--- config.mk ---
export PLATFORM = sky130hd
export DESIGN_NAME = sse_exec
export DESIGN_NICKNAME = d
export VERILOG_FILES = /design/src/sse_subtractor.v /design/src/sse_skip_test.v /design/src/sse_exec.v
export VERILOG_INCLUDE_DIRS = /design/src /design/src/shared
export SDC_FILE = /design/constraint.sdc
export NUM_CORES = 1
export LEC_CHECK = 0
export BUFFER_PORTS_ARGS = -buffer_cell sky130_fd_sc_hd__clkbuf_2
export CAP_MARGIN = 20
export CORE_UTILIZATION = 30
export CTS_CLUSTER_DIAMETER = 120
export DETAILED_ROUTE_END_ITERATION = 6
export PLACE_DENSITY_LB_ADDON = 0.2
export SKIP_LAST_GASP = 1
export SYNTH_ARGS = -nofsm -noshare
export SYNTH_HDL_FRONTEND = slang
export SYNTH_HIERARCHICAL = 1
export SYNTH_SLANG_ARGS = --single-unit
--- constraint.sdc ---
create_clock -name clk -period 3 [get_ports clk]
set_input_delay 0.45 -clock clk [delete_from_list [all_inputs] [get_ports clk]]
set_output_delay 0.45 -clock clk [all_outputs]
set_load 0.02 [all_outputs]
--- src/shared/sse_defs.vh ---
// Purpose: constants for the subtract, swap and skip execution block
// Assumes: 8-bit data path, one instruction issued per cycle on op_valid
// Notes: operation codes are local to this block
// What this block does
// - Memory subtract writes working minus byte back to memory, working kept.
// - Immediate subtract puts working minus immediate into the working register.
// - Borrow-inverse flag is 0 on a negative difference, else 1.
// - Subtractions change exactly six flags, no other flag.
// - In-place nibble exchange swaps byte halves in memory, flags untouched.
// - Exchange to working loads swapped memory nibbles into working register.
// - Exchange to working leaves the memory byte unchanged.
// - Skip-on-null skips the next instruction when the byte is zero.
// - Copy-and-skip always loads working, skips when the byte is zero.
// - Bit-skip tests the indexed bit and skips when it is zero.
// - A taken skip inserts one dummy cycle, two cycles in all.
// - A non-zero test lets the following instruction run normally.
`ifndef SSE_DEFS_VH
`define SSE_DEFS_VH
`define SSE_OP_NONE 3'h0
`define SSE_OP_SUB_MEM 3'h1
`define SSE_OP_SUB_IMM 3'h2
`define SSE_OP_SWAP_MEM 3'h3
`define SSE_OP_SWAP_WORK 3'h4
`define SSE_OP_SKIP_BYTE 3'h5
`define SSE_OP_COPY_SKIP 3'h6
`define SSE_OP_SKIP_BIT 3'h7
`define SSE_WORK_RESET 8'h00
`define SSE_FLAG_RESET 6'h00
`define SSE_F_RANGE 5
`define SSE_F_NULL 4
`define SSE_F_NIBBLE 3
`define SSE_F_BORROWN 2
`define SSE_F_SBORROW 1
`define SSE_F_CZERO 0
`endif

--- src/sse_subtractor.v ---
// Purpose: 8-bit subtract with status flag results
// Assumes: operands are unsigned bytes, a is minuend
// Notes: purely combinational
`timescale 1ns/1ps
`default_nettype none
module sse_subtractor #(
    parameter WIDTH = 8
) (
    // Operands
    input wire [WIDTH-1:0] a,
    input wire [WIDTH-1:0] b,
    // Results
    output wire [WIDTH-1:0] diff,
    output wire borrow_n,
    output wire nibble_carry,
    output wire overflow,
    output wire is_null
);
    wire [WIDTH:0] full;
    wire [4:0] low;

    // Extra bit catches the borrow out of the top
    assign full = {1'b0, a} - {1'b0, b};
    assign low = {1'b0, a[3:0]} - {1'b0, b[3:0]};
    assign diff = full[WIDTH-1:0];
    assign borrow_n = ~full[WIDTH];
    assign nibble_carry = ~low[4];
    // Signs differ and result sign departs from the minuend
    assign overflow = (a[WIDTH-1] ^ b[WIDTH-1]) &
                      (a[WIDTH-1] ^ full[WIDTH-1]);
    assign is_null = (full[WIDTH-1:0] == {WIDTH{1'b0}});
endmodule // sse_subtractor
`default_nettype wire

--- src/sse_skip_test.v ---
// Purpose: zero test for the skip instructions
// Assumes: bit index valid only for the bit form
// Notes: combinational
`timescale 1ns/1ps
`default_nettype none
module sse_skip_test (
    // Inputs
    input wire [7:0] data,
    input wire [2:0] bit_index,
    input wire bit_mode,
    // Result
    output wire is_zero
);
    // Bit form looks at one bit, byte form at all eight
    assign is_zero = bit_mode ? ~data[bit_index] : (data == 8'h00);
endmodule // sse_skip_test
`default_nettype wire

--- src/sse_exec.v ---
// Purpose: execute subtract, nibble swap and skip-on-zero instructions
// Assumes: fetch holds off issue while busy; mem_rdata valid with op_valid
// Notes: chained zero copies the result zero test on every subtract
`timescale 1ns/1ps
`default_nettype none
`include "sse_defs.vh"
module sse_exec (
    // Clock and reset
    input wire clk,
    input wire resetn,
    // Instruction issue
    input wire op_valid,
    input wire [2:0] op_code,
    input wire [7:0] op_imm,
    input wire [2:0] op_bit,
    input wire [7:0] op_addr,
    // Data memory read value for op_addr
    input wire [7:0] mem_rdata,
    // Data memory write
    output reg mem_we,
    output reg [7:0] mem_addr,
    output reg [7:0] mem_wdata,
    // Core state
    output reg [7:0] working_register,
    output reg signed_range_flag,
    output reg result_null_flag,
    output reg nibble_carry_flag,
    output reg borrow_inverse_flag,
    output reg signed_borrow_flag,
    output reg chained_zero_flag,
    // Sequencing
    output reg skip_next,
    output reg busy
);
    localparam ST_RUN = 1'b0;
    localparam ST_DUMMY = 1'b1;

    reg state;
    reg next_state;
    wire [7:0] sub_b;
    wire [7:0] diff;
    wire borrow_n;
    wire nib_c;
    wire ovf;
    wire is_null;
    wire test_zero;
    wire is_sub;
    wire is_skip;
    wire [7:0] swapped;

    // Memory subtract takes the byte, immediate subtract the operand
    assign sub_b = (op_code == `SSE_OP_SUB_IMM) ? op_imm : mem_rdata;
    assign is_sub = (op_code == `SSE_OP_SUB_MEM) ||
                    (op_code == `SSE_OP_SUB_IMM);
    assign is_skip = (op_code == `SSE_OP_SKIP_BYTE) ||
                     (op_code == `SSE_OP_COPY_SKIP) ||
                     (op_code == `SSE_OP_SKIP_BIT);
    assign swapped = {mem_rdata[3:0], mem_rdata[7:4]};

    sse_subtractor #(
        .WIDTH(8)
    ) u_sub (
        .a(working_register),
        .b(sub_b),
        .diff(diff),
        .borrow_n(borrow_n),
        .nibble_carry(nib_c),
        .overflow(ovf),
        .is_null(is_null)
    );

    sse_skip_test u_skip (
        .data(mem_rdata),
        .bit_index(op_bit),
        .bit_mode(op_code == `SSE_OP_SKIP_BIT),
        .is_zero(test_zero)
    );

    // Dummy cycle follows a taken skip; fetch discards in that slot
    always @* begin
        next_state = ST_RUN;
        case (state)
            ST_RUN: begin
                if (op_valid && is_skip && test_zero) begin
                    next_state = ST_DUMMY;
                end
            end
            ST_DUMMY: begin
                next_state = ST_RUN;
            end
            default: begin
                next_state = ST_RUN;
            end
        endcase
    end

    // Execute one instruction; issues during the dummy cycle are ignored
    always @(posedge clk) begin
        if (!resetn) begin
            state <= ST_RUN;
            mem_we <= 1'b0;
            mem_addr <= 8'h00;
            mem_wdata <= 8'h00;
            working_register <= `SSE_WORK_RESET;
            signed_range_flag <= 1'b0;
            result_null_flag <= 1'b0;
            nibble_carry_flag <= 1'b0;
            borrow_inverse_flag <= 1'b0;
            signed_borrow_flag <= 1'b0;
            chained_zero_flag <= 1'b0;
            skip_next <= 1'b0;
            busy <= 1'b0;
        end else begin
            state <= next_state;
            mem_we <= 1'b0;
            skip_next <= 1'b0;
            busy <= (next_state == ST_DUMMY);
            if (op_valid && state == ST_RUN) begin
                mem_addr <= op_addr;
                if (is_sub) begin
                    // Only these six flags move; all others hold
                    signed_range_flag <= ovf;
                    result_null_flag <= is_null;
                    nibble_carry_flag <= nib_c;
                    borrow_inverse_flag <= borrow_n;
                    signed_borrow_flag <= ~borrow_n;
                    chained_zero_flag <= is_null;
                end
                case (op_code)
                    `SSE_OP_SUB_MEM: begin
                        // Working register kept as is
                        mem_we <= 1'b1;
                        mem_wdata <= diff;
                    end
                    `SSE_OP_SUB_IMM: begin
                        working_register <= diff;
                    end
                    `SSE_OP_SWAP_MEM: begin
                        mem_we <= 1'b1;
                        mem_wdata <= swapped;
                    end
                    `SSE_OP_SWAP_WORK: begin
                        // No memory write, source byte survives
                        working_register <= swapped;
                    end
                    `SSE_OP_COPY_SKIP: begin
                        working_register <= mem_rdata;
                        skip_next <= test_zero;
                    end
                    `SSE_OP_SKIP_BYTE: begin
                        skip_next <= test_zero;
                    end
                    `SSE_OP_SKIP_BIT: begin
                        // Non-zero bit leaves skip low
                        skip_next <= test_zero;
                    end
                    default: begin
                        mem_we <= 1'b0;
                    end
                endcase
            end
        end
    end
endmodule // sse_exec
`default_nettype wire

==> impl_metrics.sql <==
INSERT INTO impl_metrics (metric_group, metric, value, unit) VALUES
('timing', 'setup_viol', '0', ''),
('die', 'die_y', '86.70', 'um'),
('layout', 'layoutNonFillerInstCount', '421', ''),
('synth', 'synth_enable_flop_cells', '0', ''),
('timing', 'timing.final.crit_share', '93.55', '%'),
('die', 'io_pins', '66', ''),
('routing', 'initialDrtViolationCount', '69', ''),
('placement', 'io_buffer_count', '65', ''),
('layout', 'n_antenna_cell', '0', ''),
('placement', 'dp_cells', '413', ''),
('routing', 'first_pass_iters', '4', ''),
('pwr', 'p_leak', '0.001293', 'uW'),
('min_path', 'worstHoldStart', 'op_addr[5]', ''),
('timing', 'timing_worst_slew_pin_value', '0.8108', 'ns'),
('clock_network', 'clockBufferDepth', '2', ''),
('synth', 'avgSynthCellArea', '8.784', 'um2'),
('timing', 'post-route-min-period', '2.807', 'ns'),
('clock_network', 'worst_skew_pair.late_latency', '0.28', 'ns'),
('placement', 'pre_cts_setup_slack', '-0.1766', 'ns'),
('timing', 'grt_setup_unrepaired', 'false', ''),
('clock_network', 'ctsHoldBuffers', '0', ''),
('die', 'overall_die_width', '86.70', 'um'),
('layout', 'final_cell_area', '2798', 'um2'),
('routing', 'drt-wirelength-per-cell', '13.84', 'um'),
('clock_network', 'tritoncts_num_sinks', '32', ''),
('grt', 'gr-total-overflow', '0', ''),
('clock_network', 'h-tree-depth', '2', ''),
('worst_setup_path', 'launching_element_type_of_the_critical_path', 'primary input', ''),
('placement', 'place_area', '2670', 'um2'),
('worst_setup_path', 'cpMaxStageDelayCell', 'sky130_fd_sc_hd__fa_2', ''),
('worst_setup_path', 'cpLargestDelayFamily', 'simple AND/OR/NAND/NOR gates', ''),
('routing', 'antenna_left', '0', ''),
('worst_setup_path', 'critPathMaxFanout', '8', ''),
('worst_setup_path', 'critical-path-max-stage-delay', '0.52', 'ns'),
('layout', 'layout_common_cells', 'sky130_fd_sc_hd__clkbuf_2 (65), sky130_fd_sc_hd__dfxtp_1 (32), sky130_fd_sc_hd__nand2_1 (27)', ''),
('worst_setup_path', 'path_class', 'primary input to register', ''),
('synth', 'register_bit_count_reported_by_yosys', '32', ''),
('grt', 'grt_pass1_vias', '1903', ''),
('synth', 'netlist_area', '2152', 'um2'),
('worst_setup_path', 'crit_path_buffers_inverters', '3', ''),
('outcome', 'run_status', 'completed', ''),
('routing', 'drc_errors', '0', ''),
('layout', 'layout_commonest_cell', 'sky130_fd_sc_hd__clkbuf_2', ''),
('worst_setup_path', 'timing.rr.start', 'working_register[0]', ''),
('timing', 'max_freq', '356.3', 'MHz'),
('clock_network', 'clockRootBuffer', 'sky130_fd_sc_hd__clkbuf_8', ''),
('timing', 'timing.final.max_slew_violations', '0', ''),
('pwr', 'total_power', '1256', 'uW'),
('min_path', 'timing.hold.worst.class', 'primary input to register', ''),
('die', 'fp.coreArea', '6869', 'um2'),
('placement', 'globalplace.congestion', '0.8348', ''),
('grt', 'grt_first_pass_wirelength', '9342', 'um'),
('die', 'placementRows', '30', ''),
('routing', 'route.detailed.vias_per_inst', '4.743', ''),
('placement', 'dpl.hpwl', '4536', 'um'),
('clock_network', 'clk_transition_reported_paths', '0.07', 'ns'),
('die', 'full_die_area', '7516', 'um2'),
('worst_setup_path', 'cp-end-kind', 'register', ''),
('worst_setup_path', 'crit_arrival', '3.02', 'ns'),
('pwr', 'pwr_density_cell', '449.1', 'nW/um2'),
('grt', 'grt.total_usage', '16.03', '%'),
('die', 'initial_core_util', '31.33', '%'),
('clock_network', 'cts_tree', 'yes', ''),
('worst_setup_path', 'cp_data_required_time', '3.21', 'ns'),
('timing', 'slew_headroom', '45.89', '%'),
('timing', 'timing.final.ws_setup', '0.1934', 'ns'),
('synth', 'synthArstFlopShare', '0', '%'),
('grt', 'grt_max_degree', '23', ''),
('synth', 'synthDistinctLibCells', '52', ''),
('timing', 'hold_fails_final_rpt', '0', ''),
('job', 'max_cap_violations', '0', '');
## flip-flops by register name (all words and copies together) (netlist names)
name / count
borrow_inverse_flag: 1
mem_we: 1
signed_borrow_flag: 1
working_register: 8
mem_addr: 8
state: 1
nibble_carry_flag: 1
mem_wdata: 8
skip_next: 1
chained_zero_flag: 1
signed_range_flag: 1
## power breakdown
part	switching, uW	internal [uW]
Combinational	204	173
Sequential	16.4	447
Clock	171	246
Total	392	865
## layout make-up
class / instances / area, um2
Clock buffer: 5 / 68.82
Clock inverter: 3 / 42.54
Fill cell: 727 / 4071
Inverter: 14 / 52.55
Multi-Input combinational cell: 187 / 1393
Sequential cell: 32 / 640.6
Tap cell: 96 / 120.1
Timing Repair Buffer: 84 / 480.5
## worst reg2reg max path, delay by kind of cell, from the launching register on
kind                       cells  cell delay [ns]
adders and majority gates      2             0.75
DFF                            1             0.36
and+or+nand+nor                3             0.68
buffers and inverters          2             0.12
AOI/OAI and AO/OA              2             0.26
## metal layers
metal | GRT usage, % | part of all wire [%] | up-vias
met2 | 25.25 | 45 | 43
met1 | 22.43 | 50 | 916
li1 | - | - | 1034
met3 | 2.667 | 3.6 | 4
met4 | 4.697 | 0.82 | 0
met5 | 0 | 0 | -
## stage by stage
step,TNS (ns),hold slack (ns)
floorplan,0,0.5334
global placement,-0.3653,0.4429
detailed placement,-0.5453,0.4481
CTS,0,0.3730
global route,0,0.3755
finish,0,0.3796
## repair_timing
action,in CTS,in global routing
endpoints found under the hold margin,0,0
buffers inserted,0,0
gates resized for setup,0,6
setup endpoints to repair,0,1
## worst paths after layout
path	to	slack [ns]	depth (start not counted)
hold / removal	mem_addr[5]	0.38	3
hold reg to reg	mem_addr[3]	0.45	2
setup / recovery	chained_zero_flag	0.19	12
setup reg to reg	chained_zero_flag	0.76	9
## logic make-up (layout without fill, tap and decap cells)
kind of cell	Yosys count	after routing	share of synthesized area, %
mux	29	29	14.59
xor+xnor	3	3	1.221
simple gates	93	93	24.19
buf+inv	26	106	7.034
fa+ha+maj	9	9	5.582
flops	32	32	29.77
compound gates	53	53	17.62
## cell usage after synthesis, types with 2 or more instances
master | n | area (um2)
sky130_fd_sc_hd__dfxtp_1 | 32 | 640.6
sky130_fd_sc_hd__buf_6 | 5 | 56.30
sky130_fd_sc_hd__a32o_1 | 8 | 80.08
sky130_fd_sc_hd__xnor2_1 | 2 | 17.52
sky130_fd_sc_hd__buf_1 | 3 | 11.26
sky130_fd_sc_hd__o221ai_1 | 2 | 17.52
sky130_fd_sc_hd__o21ai_0 | 9 | 45.04
sky130_fd_sc_hd__or2b_1 | 3 | 22.52
sky130_fd_sc_hd__nor2b_1 | 4 | 25.02
sky130_fd_sc_hd__a211oi_1 | 9 | 67.56
sky130_fd_sc_hd__nand2_1 | 27 | 101.4
sky130_fd_sc_hd__ha_1 | 8 | 100.1
sky130_fd_sc_hd__inv_1 | 14 | 52.55
sky130_fd_sc_hd__nand2b_1 | 11 | 68.82
sky130_fd_sc_hd__and2_1 | 2 | 12.51
sky130_fd_sc_hd__nand3_1 | 7 | 35.03
sky130_fd_sc_hd__mux2i_1 | 19 | 190.2
sky130_fd_sc_hd__o31a_1 | 2 | 17.52
sky130_fd_sc_hd__and2b_2 | 2 | 17.52
sky130_fd_sc_hd__nor3b_1 | 2 | 15.01
sky130_fd_sc_hd__a21oi_1 | 14 | 70.07
sky130_fd_sc_hd__nor3_1 | 5 | 25.02
sky130_fd_sc_hd__mux2_2 | 9 | 101.4
sky130_fd_sc_hd__nor2_1 | 18 | 67.56
No activity file was read; power rests on OpenSTA's default activity.
